## config.mk

```make
export PLATFORM = sky130hd
export DESIGN_NAME = timer_based_pwm_generator
export DESIGN_NICKNAME = d
export VERILOG_FILES = /design/src/common/pwm_timer_pkg.sv /design/src/design/timer_based_pwm_generator.sv
export VERILOG_INCLUDE_DIRS = /design/src /design/src/common
export SDC_FILE = /design/constraint.sdc
export NUM_CORES = 1
export LEC_CHECK = 0
export BUFFER_PORTS_ARGS = -buffer_cell sky130_fd_sc_hd__buf_2
export CORE_AREA = 2 2 283 201
export CTS_CLUSTER_DIAMETER = 120
export DETAILED_ROUTE_END_ITERATION = 10
export DIE_AREA = 0 0 285 203
export GPL_TIMING_DRIVEN = 1
export PLACE_DENSITY_LB_ADDON = 0.08
export RECOVER_POWER = 25
export SLEW_MARGIN = 15
export SYNTH_ARGS = -nofsm -noshare
export SYNTH_HDL_FRONTEND = slang
export SYNTH_SLANG_ARGS = --single-unit
```

## constraint.sdc

```tcl
create_clock -name pclk -period 2.7 [get_ports pclk]
set_input_delay 0.405 -clock pclk [delete_from_list [all_inputs] [get_ports pclk]]
set_output_delay 0.405 -clock pclk [all_outputs]
set_load 0.01 [all_outputs]
```

## src/common/pwm_timer_params.svh

```systemverilog
`ifndef PWM_TIMER_PARAMS_SVH
`define PWM_TIMER_PARAMS_SVH
`define PWM_ADDR_W       12
`define PWM_CTRL_OFS     12'h000
`define PWM_COUNT_OFS    12'h004
`define PWM_PRESC_OFS    12'h008
`define PWM_PCOUNT_OFS   12'h00C
`define PWM_MCTRL_OFS    12'h010
`define PWM_OCTRL_OFS    12'h014
`define PWM_RELEASE_OFS  12'h018
`define PWM_ISTAT_OFS    12'h01C
`define PWM_IMASK_OFS    12'h020
`define PWM_MATCH_OFS    12'h040
`define PWM_MATCH_LAST   12'h058
`define PWM_CTRL_EN_BIT   0
`define PWM_CTRL_RST_BIT  1
`define PWM_CTRL_MODE_BIT 2
`define PWM_OCTRL_EN_POS  8
`define PWM_MACT_W        3
`define PWM_ZERO32        32'h0000_0000
`define PWM_ONE32         32'h0000_0001
`endif

```

## src/common/pwm_timer_pkg.sv

```systemverilog
package pwm_timer_pkg;
  // per-match action bits, low to high: irq, reset, stop
  typedef struct packed {
    logic stop;
    logic rst;
    logic irq;
  } match_action_type;
endpackage

```

## src/design/timer_based_pwm_generator.sv

```systemverilog
// What this block does
// - a 32-bit count driven by a 32-bit programmable prescaler is the time base of every output.
// - the count advances on pclk cycles and can raise interrupts or act when it reaches set values.
// - seven match values serve up to six single-edge or three double-edge outputs or a mix.
// - a cycle-period match clears the count and so fixes the output repetition rate.
// - a single-edge output rises at each cycle-period match and falls on its own match.
// - a single-edge output programmed constantly low stays low all cycle with no rise.
// - a double-edge output rises on one match and falls on another, giving either pulse polarity.
// - all outputs share one rate, costing one extra match per single-edge and two per double-edge.
// - each match can continue, stop or reset the count, each with an optional interrupt.
// - period and width can be any whole count within the counter width.
// - new match values stay inactive until software releases them and then apply glitch free.
// - with pulse mode off the block is a plain timer whose matches drive no outputs.
`include "pwm_timer_params.svh"
`timescale 1ns/1ps
`default_nettype none
module timer_based_pwm_generator #(
  parameter int NUM_MATCH = 7,
  parameter int NUM_OUT   = 6
) (
  input  wire logic                   pclk,
  input  wire logic                   presetn,
  input  wire logic                   psel,
  input  wire logic                   penable,
  input  wire logic                   pwrite,
  input  wire logic [`PWM_ADDR_W-1:0] paddr,
  input  wire logic [31:0]            pwdata,
  output logic      [31:0]            prdata,
  output logic                        pready,
  output logic                        pslverr,
  output logic      [NUM_OUT-1:0]     pwm_out,
  output logic                        irq
);
  localparam int MW = NUM_MATCH * `PWM_MACT_W;

  function automatic pwm_timer_pkg::match_action_type action_of(input logic [MW-1:0] m,
                                                                 input int i);
    action_of = pwm_timer_pkg::match_action_type'(m[i*`PWM_MACT_W +: `PWM_MACT_W]);
  endfunction

  logic [31:0]          count;
  logic [31:0]          pcount;
  logic [31:0]          presc;
  logic                 run_en;
  logic                 count_clr;
  logic                 pwm_mode;
  logic [MW-1:0]        mctrl;
  logic [NUM_OUT-1:0]   dbl_sel;
  logic [NUM_OUT-1:0]   out_en;
  logic [NUM_MATCH-1:0] release_bits;
  logic [NUM_MATCH-1:0] int_stat;
  logic [NUM_MATCH-1:0] int_mask;
  logic [31:0]          shadow [NUM_MATCH];
  logic [31:0]          active [NUM_MATCH];

  // bus decode
  wire setup_ph = psel & ~penable;
  wire access   = psel & penable;
  wire wr       = access & pwrite;
  wire rd_stat  = access & ~pwrite & (paddr == `PWM_ISTAT_OFS);
  wire in_match = (paddr >= `PWM_MATCH_OFS) && (paddr <= `PWM_MATCH_LAST) && (paddr[1:0] == 2'h0);
  wire [2:0] match_idx = 3'((paddr - `PWM_MATCH_OFS) >> 2);
  wire mapped   = in_match || paddr == `PWM_CTRL_OFS || paddr == `PWM_COUNT_OFS
                  || paddr == `PWM_PRESC_OFS || paddr == `PWM_PCOUNT_OFS
                  || paddr == `PWM_MCTRL_OFS || paddr == `PWM_OCTRL_OFS
                  || paddr == `PWM_RELEASE_OFS || paddr == `PWM_ISTAT_OFS
                  || paddr == `PWM_IMASK_OFS;
  wire wr_ctrl  = wr & (paddr == `PWM_CTRL_OFS);
  wire wr_rel   = wr & (paddr == `PWM_RELEASE_OFS);

  assign pready  = 1'b1;
  assign pslverr = access & ~mapped;

  // time base
  wire tick = run_en & ~count_clr & (pcount == presc);

  logic [NUM_MATCH-1:0] hit;
  logic [NUM_MATCH-1:0] rst_req;
  logic [NUM_MATCH-1:0] stop_req;
  logic [NUM_MATCH-1:0] irq_req;
  genvar gi;
  generate
    for (gi = 0; gi < NUM_MATCH; gi++)
    begin : g_match
      wire pwm_timer_pkg::match_action_type act = action_of(mctrl, gi);
      // a match compares the full 32-bit count, so any value is legal
      assign hit[gi]      = tick & (count == active[gi]);
      assign rst_req[gi]  = hit[gi] & act.rst;
      assign stop_req[gi] = hit[gi] & act.stop;
      assign irq_req[gi]  = hit[gi] & act.irq;
    end
  endgenerate

  wire cycle_start = pwm_mode & hit[0];
  wire reset_hit   = (|rst_req) | cycle_start;
  wire stop_hit    = |stop_req;
  // in pulse mode copies wait for the period boundary; as a plain timer they apply at once
  wire [NUM_MATCH-1:0] apply = pwm_mode ? (cycle_start ? release_bits : '0) : release_bits;

  wire [31:0] next_pcount = (count_clr | tick) ? `PWM_ZERO32 : pcount + `PWM_ONE32;
  wire [31:0] next_count  = count_clr ? `PWM_ZERO32 :
                            reset_hit ? `PWM_ZERO32 :
                            stop_hit ? count :
                            tick ? count + `PWM_ONE32 : count;
  // software set of a release bit wins over the hardware clear
  wire [NUM_MATCH-1:0] next_release = (release_bits & ~apply)
                                    | (wr_rel ? pwdata[NUM_MATCH-1:0] : '0);
  wire [NUM_MATCH-1:0] stat_clr = rd_stat ? prdata[NUM_MATCH-1:0] : '0;
  wire [NUM_MATCH-1:0] next_stat = (int_stat & ~stat_clr) | irq_req;

  always_ff @(posedge pclk or negedge presetn)
  begin
    if (!presetn)
    begin
      pcount <= `PWM_ZERO32;
      count  <= `PWM_ZERO32;
    end
    else if (run_en | count_clr)
    begin
      pcount <= next_pcount;
      count  <= next_count;
    end
  end

  always_ff @(posedge pclk or negedge presetn)
  begin
    if (!presetn)
    begin
      run_en    <= 1'b0;
      count_clr <= 1'b0;
      pwm_mode  <= 1'b0;
    end
    else
    begin
      if (wr_ctrl)
      begin
        count_clr <= pwdata[`PWM_CTRL_RST_BIT];
        pwm_mode  <= pwdata[`PWM_CTRL_MODE_BIT];
      end
      if (stop_hit)
        run_en <= 1'b0;
      else if (wr_ctrl)
        run_en <= pwdata[`PWM_CTRL_EN_BIT];
    end
  end

  always_ff @(posedge pclk or negedge presetn)
  begin
    if (!presetn)
    begin
      presc        <= `PWM_ZERO32;
      mctrl        <= '0;
      dbl_sel      <= '0;
      out_en       <= '0;
      int_mask     <= '0;
      release_bits <= '0;
      int_stat     <= '0;
    end
    else
    begin
      if (wr && paddr == `PWM_PRESC_OFS)
        presc <= pwdata;
      if (wr && paddr == `PWM_MCTRL_OFS)
        mctrl <= pwdata[MW-1:0];
      if (wr && paddr == `PWM_OCTRL_OFS)
      begin
        // output 1 has no lower match to rise on, so it is single-edge only
        dbl_sel <= {pwdata[NUM_OUT-1:1], 1'b0};
        out_en  <= pwdata[`PWM_OCTRL_EN_POS +: NUM_OUT];
      end
      if (wr && paddr == `PWM_IMASK_OFS)
        int_mask <= pwdata[NUM_MATCH-1:0];
      release_bits <= next_release;
      int_stat     <= next_stat;
    end
  end

  generate
    for (gi = 0; gi < NUM_MATCH; gi++)
    begin : g_regs
      always_ff @(posedge pclk or negedge presetn)
      begin
        if (!presetn)
        begin
          shadow[gi] <= `PWM_ZERO32;
          active[gi] <= `PWM_ZERO32;
        end
        else
        begin
          if (wr && in_match && match_idx == 3'(gi))
            shadow[gi] <= pwdata;
          if (apply[gi])
            active[gi] <= shadow[gi];
        end
      end
    end
  endgenerate

  // pulse outputs; one match per single-edge output, two per double-edge
  generate
    for (gi = 1; gi <= NUM_OUT; gi++)
    begin : g_out
      wire rise = dbl_sel[gi-1] ? hit[gi-1] : hit[0];
      wire fall = hit[gi];
      always_ff @(posedge pclk or negedge presetn)
      begin
        if (!presetn)
          pwm_out[gi-1] <= 1'b0;
        else if (!pwm_mode || !out_en[gi-1])
          pwm_out[gi-1] <= 1'b0;
        else if (fall)
          pwm_out[gi-1] <= 1'b0;
        else if (rise)
          pwm_out[gi-1] <= 1'b1;
      end
    end
  endgenerate

  // read data captured in the setup phase
  logic [31:0] rd_mux;
  always_comb
  begin
    rd_mux = `PWM_ZERO32;
    case (paddr)
      `PWM_CTRL_OFS:    rd_mux = {29'h0000_0000, pwm_mode, count_clr, run_en};
      `PWM_COUNT_OFS:   rd_mux = count;
      `PWM_PRESC_OFS:   rd_mux = presc;
      `PWM_PCOUNT_OFS:  rd_mux = pcount;
      `PWM_MCTRL_OFS:   rd_mux = 32'(mctrl);
      `PWM_OCTRL_OFS:   rd_mux = 32'({out_en, 2'h0, dbl_sel});
      `PWM_RELEASE_OFS: rd_mux = 32'(release_bits);
      `PWM_ISTAT_OFS:   rd_mux = 32'(int_stat);
      `PWM_IMASK_OFS:   rd_mux = 32'(int_mask);
      default:          rd_mux = in_match ? shadow[match_idx] : `PWM_ZERO32;
    endcase
  end

  always_ff @(posedge pclk or negedge presetn)
  begin
    if (!presetn)
      prdata <= `PWM_ZERO32;
    else if (setup_ph)
      prdata <= pwrite ? `PWM_ZERO32 : rd_mux;
  end

  assign irq = |(int_stat & int_mask);
endmodule
`default_nettype wire

```

==> results of run 1 <==
-- area by class of cell --
type	count	area (um2)
Timing Repair Buffer	575	5333
Antenna cell	1	2.502
Inverter	13	48.80
Sequential cell	638	15980
Fill cell	3800	15600
Clock inverter	25	362.8
Multi-Input combinational cell	1625	14790
Clock buffer	90	1912
Tap cell	740	925.9
-- tightest hold or removal path, delay by kind of cell --
kind                   cells  cell delay [ns]
buffers and inverters      1             0.14
AO/OA/AOI/OAI              2             0.21
-- cells in the mapped netlist, types with 16 or more instances --
cell	number
or3_1	34
clkbuf_1	86
a222oi_1	16
buf_1	30
o211ai_1	35
and3_1	17
o21ai_0	56
mux2_2	479
nand4_1	52
xor2_1	207
a22oi_1	29
mux4_2	32
nor3_1	16
nand2_1	101
nor2_1	102
buf_2	48
dfrtp_1	638
xnor2_1	81
a22o_1	37
mux2i_1	40
nor4_1	56
a21oi_1	45
nand3_1	54
mux2_1	54
-- repair_timing --
item | CTS | global route
endpoints found under the hold margin | 46 | 0
cloned | 18 | 14
pin swaps | 44 | 22
buffers inserted | 19 | 26
resized for setup | 94 | 139
hold buffers | 1 | 0
endpoints found under the setup margin | 265 | 267
-- power groups by stage --
stage	Combinational, mW	Sequential [mW]	Clock (mW)
after floorplan	0.184	9.75	0
after global placement	0.715	9.75	0
after detailed placement	0.721	9.75	0
after CTS	0.726	9.57	9.78
after global routing	0.769	9.56	10.2
final	0.723	9.57	9.75
-- cells in the final DEF, fill, tap and decap left out, types with 17 or more instances in the layout --
cell         n
dfrtp_1    626
mux2_2     478
buf_4      380
xor2_1     202
nand2_1     88
nor2_1      87
buf_2       86
clkbuf_16   79
xnor2_1     77
nand3_1     54
mux2_4      54
nand4_1     52
buf_12      48
mux2i_1     40
o21ai_0     39
a22o_1      37
o211ai_1    35
or3_1       33
mux4_2      32
nor4_1      28
a22oi_1     28
a21oi_1     28
buf_6       21
nor4_2      20
and3_1      17
a21oi_2     17
clkbuf_8    17
-- sequential cells by signal, indices dropped and copies added (netlist names) --
name and flops:
count 32, pwm_out 6, int_stat 7, pcount 32, active 224, mctrl 21, shadow 224, count_clr 1
int_mask 7, presc 32, prdata 32, pwm_mode 1, run_en 1, out_en 6, release_bits 7, dbl_sel 5
-- metrics by stage --
stage / hold WS, ns / setup slack (ns) / TNS (ns) / cells / utilization, %
2_1_floorplan: 0.1094 / -0.02876 / -0.06983 / 2447 / -
3_3_place_gp: 0.3562 / -0.5506 / -47.63 / 3518 / 63.68
3_5_place_dp: 0.3564 / -0.4853 / -56.08 / 3518 / 63.68
4_1_cts: 0.1428 / -0.3197 / -46.61 / 3669 / 69.80
5_1_grt: 0.1734 / -0.4754 / -67.85 / 3706 / 71.62
6_report: 0.1747 / -0.3849 / -56.59 / 3707 / 71.62
-- routing by layer --
layer	vias to the layer above	global-route usage, %	wire length (um)	share of wire, %
li1	9841	-	-	-
met4	0	16.98	5733	4.7
met3	310	13.02	15230	12
met1	12510	59.89	50380	41
met2	1510	58.17	50810	42
met5	-	0	0	0
-- final timing paths --
kind | startpoint | cells after the start | endpoint
setup / recovery | pcount[0] | 10 | count[25]
hold / removal | pwrite | 3 | prdata[4]
setup reg to reg | pcount[0] | 10 | count[25]
hold reg to reg | prdata[7] | 1 | prdata[7]
max in group asynchronous | presetn | 4 | mctrl[6]
min in group asynchronous | presetn | 2 | shadow[92]
-- kinds of logic (layout without fill, tap and decap cells) --
group                      Yosys count  after routing  share of synthesized area (%)
DFF                                638            638                          52.11
muxes                              605            605                          23.25
and+or+nand+nor                    464            464                          7.690
xor gates and xnor gates           288            288                          8.233
AOI/OAI and AO/OA                  265            265                          6.012
buffers and inverters              184            703                          2.610
adders and majority gates            2              2                        0.08167
other                                1              2                        0.01224
==> results by group, run 1 <==
Power and ir drop
  – Switching share of power: 23.12%
  – Clock share of power: 48.6%
  – Sequential Power Share: 47.7%
  – Total power: 20.04 mW
  – Combinational fraction of design power: 3.6%
  – Net Switching: 4.633 mW
  – Leakage power: 20.22 nW
  – Int Power: 15.41 mW
  – Pwr/cell area: 509.2 mW/mm2
  – Worst IR Drop VDD: 0.5390 mV

Logic synthesis
  – Syn Nets: 2498
  – Ys Warns: 0
  – Main area contributors after synthesis: dfrtp_1 52%, mux2_2 18%, xor2_1 5.9%
  – Cell Area, Synth: 0.03064 mm2
  – Share of the synthesized area in the top cell type: 52.11%
  – Register area share after synthesis: 52.11%
  – Top FF cell, synth: dfrtp_1
  – Post-synth cell types: 54
  – Post-Syn Instances: 2447
  – Syn Area/Cell: 12.52 um2
  – Ys async rst share: 100.0%
  – Synth Register Bits: 638
  – Post-synth top area cell: dfrtp_1
  – Number of flops mapped to enable cells by yosys: 0

Floorplanning
  – Core ar.: 0.05495 mm2
  – Number of placed I/O pins: 90
  – Die W: 285 um
  – FP Rows: 72
  – Die height: 203 um
  – Initial Util: 55.75%
  – DIE AREA: 0.05786 mm2

STA
  – Clock skew: 0.02416 ns
  – RSZ-0062 raised after global routing: yes
  – Worst Tran Pin Value: 1.359 ns
  – Final WS setup: -0.3849 ns
  – Final critical-path share of the clock period: 114.3%
  – Setup violators final: 257
  – Min Tclk post-route: 3.085 ns
  – Max Freq: 324.2 MHz
  – Relative slew slack: 9.424%
  – Fin. max-slew vios: 0
  – Hold Vio Cnt, Final: 0

Status
  – Status: complete, but fails checks
  – Failing checks: setup timing

Placed design
  – GP Congestion: 1.014
  – Port Buffers: 88
  – DP Area: 0.03500 mm2
  – Post-DP HPWL: 82000 um

Worst setup path
  – Crit Path Class: flip-flop to flip-flop
  – Delay-heaviest family, CP: simple AND/OR/NAND/NOR gates
  – Slowest stage delay, CP: 0.50 ns
  – Worst Path Buf+Inv: 2
  – Worst Path Max Fanout: 11
  – Crit-path slowest cell: or4_1
  – Startpoint types: flip-flop
  – Flop-to-flop setup slack: -0.38 ns
  – CP Capture Type: flip-flop
  – Data arrival time of the critical path: 3.64 ns
  – Worst path required time: 3.26 ns
  – Critical-path cell list: xor2_1 -> nor4_2 -> buf_4 -> nand4_1 -> or3_4 -> a2111o_1 -> or2_4 -> buf_12 -> or4_1 -> a21oi_2

Global routing
  – Gr ovfl total: 0
  – Gr usage total: 41.53%
  – Vias in the first global route: 23868
  – Largest net degree at the start of global routing: 103
  – First-pass GRT wire length: 171300 um
  – Initial antenna violation count: 6

CTS
  – Clock root buffer: clkbuf_16
  – Skew-Pair Late Insertion Delay: 0.63 ns
  – Max Buffers Root-to-Sink: 3
  – H-tree Lvls: 3
  – Sink Count: 638
  – CTS Buf Count: 66
  – Clock-pin transition on the worst setup and hold timing paths: 0.06 ns
  – CTS tree: built

Routing
  – # DRC: 0
  – WL/cell: 32.95 um
  – Vias per cell: 6.520
  – Drt initial violations: 3181
  – Antenna-violating nets left: 0
  – Drt total wl: 122200 um
  – Initial DRT Pass Iterations: 8
  – Via count: 24171

Layout
  – Final instance area: 0.03936 mm2
  – Nets@finish: 2970
  – Layout cells sized above 1: 45.82%
  – Area grow syn2layout: 28.47%

Job
  – Max_cap viols: 0

Worst hold path
  – Hold crit path type: primary input to flip-flop
No activity file was read; power rests on OpenSTA's default activity.
==> run 2, diff against run 1 <==
--- a/config.mk
+++ b/config.mk
@@ -9,10 +9,11 @@
 export BUFFER_PORTS_ARGS = -buffer_cell sky130_fd_sc_hd__buf_2
 export CORE_AREA = 2 2 283 201
 export CTS_CLUSTER_DIAMETER = 120
+export CTS_CLUSTER_SIZE = 28
 export DETAILED_ROUTE_END_ITERATION = 10
 export DIE_AREA = 0 0 285 203
 export GPL_TIMING_DRIVEN = 1
-export PLACE_DENSITY_LB_ADDON = 0.08
+export PLACE_DENSITY = 0.8
 export RECOVER_POWER = 25
 export SLEW_MARGIN = 15
 export SYNTH_ARGS = -nofsm -noshare
==> run 2 against run 1 <==
Against the previous run:
- critical path depth rose by 1
- combinational power hardly changed
- global-route usage decreased by 0.55 points
- the run ends with capacitance limit, slew limit, setup timing left
- via count decreased by 1.9%
- total power down 25%
- clock power is 51% lower
- utilization is 2.9 points lower
- register-to-register slack better by 0.04 ns
- critical endpoint unchanged
- setup slack improved by 0.039 ns
==> results by group, run 2 (synthesis gave the netlist of run 1 again) <==
Floorplanning
  – Die W: 285 um
  – Die height: 203 um
  – Core ar.: 0.05495 mm2
  – FP Rows: 72
  – DIE AREA: 0.05786 mm2
  – Number of placed I/O pins: 90
  – Initial Util: 55.75%

Routing
  – Drt initial violations: 3214
  – Via count: 23716
  – # DRC: 0
  – Vias per cell: 6.559
  – WL/cell: 33.23 um
  – Initial DRT Pass Iterations: 7
  – Drt total wl: 120200 um
  – Antenna-violating nets left: 0

STA
  – Relative slew slack: -29.89%
  – Setup TNS: -45.21 ns
  – Min Tclk post-route: 3.046 ns
  – Clock skew: 0.04005 ns
  – Setup violators final: 257
  – Final WS setup: -0.3457 ns
  – Final critical-path share of the clock period: 112.8%
  – RSZ-0062 raised after global routing: yes
  – Hold Vio Cnt, Final: 0
  – Max Freq: 328.3 MHz
  – Worst Tran Pin Value: 1.948 ns
  – Fin. max-slew vios: 62

Layout
  – Final instance area: 0.03774 mm2
  – Nets@finish: 2923
  – Most common cell after layout, fill and taps aside: dfrtp_1
  – Layout cells sized above 1: 44.50%
  – Core Util, Final: 68.68%
  – Filler cell count: 3906
  – Area grow syn2layout: 23.19%
  – Most frequent cells in the layout: 625 x dfrtp_1, 479 x mux2_2, 383 x buf_4, 196 x xor2_1, 89 x nor2_1
  – Biggest registers after layout: active (224), shadow (224)

Global routing
  – Vias in the first global route: 23285
  – Initial antenna violation count: 5
  – First-pass GRT wire length: 169300 um
  – Gr usage total: 40.98%
  – Gr ovfl total: 0
  – Largest net degree at the start of global routing: 95

Power and ir drop
  – Total power: 15.10 mW
  – Pwr/cell area: 400.1 mW/mm2
  – Leakage power: 19.36 nW
  – Worst IR Drop VDD: 0.5045 mV

CTS
  – H-tree Lvls: 1
  – CTS Buf Count: 26
  – Skew-Pair Late Insertion Delay: 0.64 ns
  – Clock-pin transition on the worst setup and hold timing paths: 0.12 ns
  – CTS tree: built
  – Clock root buffer: clkbuf_16
  – Max Buffers Root-to-Sink: 3
  – Sink Count: 638

Worst setup path
  – Startpoint types: flip-flop
  – CP Capture Type: flip-flop
  – Crit Path Class: flip-flop to flip-flop
  – Slowest stage delay, CP: 0.49 ns
  – Critical-path cell list: buf_4 -> buf_4 -> xor2_1 -> nor4_4 -> nand4_1 -> or3_1 -> nand4_1 -> or2_4 -> buf_12 -> or4_1 -> a21oi_2
  – Data arrival time of the critical path: 3.62 ns
  – Worst path required time: 3.27 ns
  – Crit-path slowest cell: or4_1
  – Worst Path Max Fanout: 9

Placed design
  – DP Area: 0.03500 mm2
  – Post-DP HPWL: 84010 um
  – GP Congestion: 0.9952
  – Port Buffers: 88

Worst hold path
  – Hold crit path type: primary input to flip-flop

Status
  – Status: complete, but fails checks
  – Failing checks: capacitance limit, slew limit, setup timing

Job
  – Max_cap viols: 1
[run 2: changes by cell type in the layout (fill, tap and decap cells not counted), sizes merged]
cell,previous run,this run
buf,553,555
bufinv,7,0
clkbuf,111,38
clkinv,12,2
clkinvlp,1,0
diode,1,4
inv,18,13
[run 2: final cells by class]
class | instances | area, um2 | area share [%]
clock buffers | 26 | 650.6 | 1.724
diodes | 4 | 10.01 | 0.02652
clock inverters | 2 | 25.02 | 0.06630
well taps | 740 | 925.9 | 2.453
repair buffers | 568 | 5144 | 13.63
multi-input cells | 1625 | 14960 | 39.63
inverters | 13 | 48.80 | 0.1293
flip-flops and latches | 638 | 15980 | 42.34
[run 2: path summary, 6_finish.rpt]
check	start	endpoint	slack, ns	depth (start not counted)
max in group asynchronous	presetn	count[26]	0.35	3
hold / removal	pwdata[22]	shadow[150]	0.14	2
hold reg to reg	prdata[31]	prdata[31]	0.51	1
setup reg to reg	count[10]	count[25]	-0.35	11
min in group asynchronous	presetn	prdata[21]	0.83	2
setup / recovery	count[10]	count[25]	-0.35	11
[run 2: critical path, delay by kind of cell, from the launching register on]
family	cells	cell delay [ns]
buffers and inverters	3	0.48
AO/OA/AOI/OAI	1	0.14
flip-flops	1	0.44
XOR/XNOR	1	0.40
AND/OR/NAND/NOR	6	1.51
[run 2: per-layer routing]
layer / share of wire [%] / GRT usage [%] / vias to the layer above / routed length (um)
met5: 0.13 / 0 / - / 153
met4: 4.1 / 13.61 / 4 / 4916
met3: 13 / 12.80 / 264 / 15050
met2: 42 / 59.40 / 1457 / 50730
met1: 41 / 58.66 / 12299 / 49320
li1: - / - / 9692 / -
[run 2: power by group]
part           leakage, nW  switching [mW]  internal, mW  total (mW)
sequential            8.85         0.00484          9.56        9.56
clock                0.331            3.06          1.76        4.81
combinational         10.2           0.551         0.175       0.726
total                 19.4            3.61          11.5        15.1
[run 2: metrics by stage]
| stage | hold WS (ns) | instances | setup slack (ns) |
|---|---|---|---|
| floorplan | 0.1094 | 2447 | -0.02876 |
| global placement | 0.3959 | 3525 | -0.4968 |
| detailed placement | 0.4032 | 3525 | -0.4587 |
| CTS | 0.1317 | 3595 | -0.3156 |
| global route | 0.1580 | 3612 | -0.3658 |
| finish | 0.1416 | 3616 | -0.3457 |
[run 2: timing repair]
action / 4_1_cts / 5_1_grt
setup buffers: 29 / 14
setup endpoints to repair: 260 / 270
pin swaps: 22 / 31
resized for setup: 128 / 126
endpoints found under the hold margin: 57 / 0
cloned: 16 / 7
hold buffers: 1 / 0
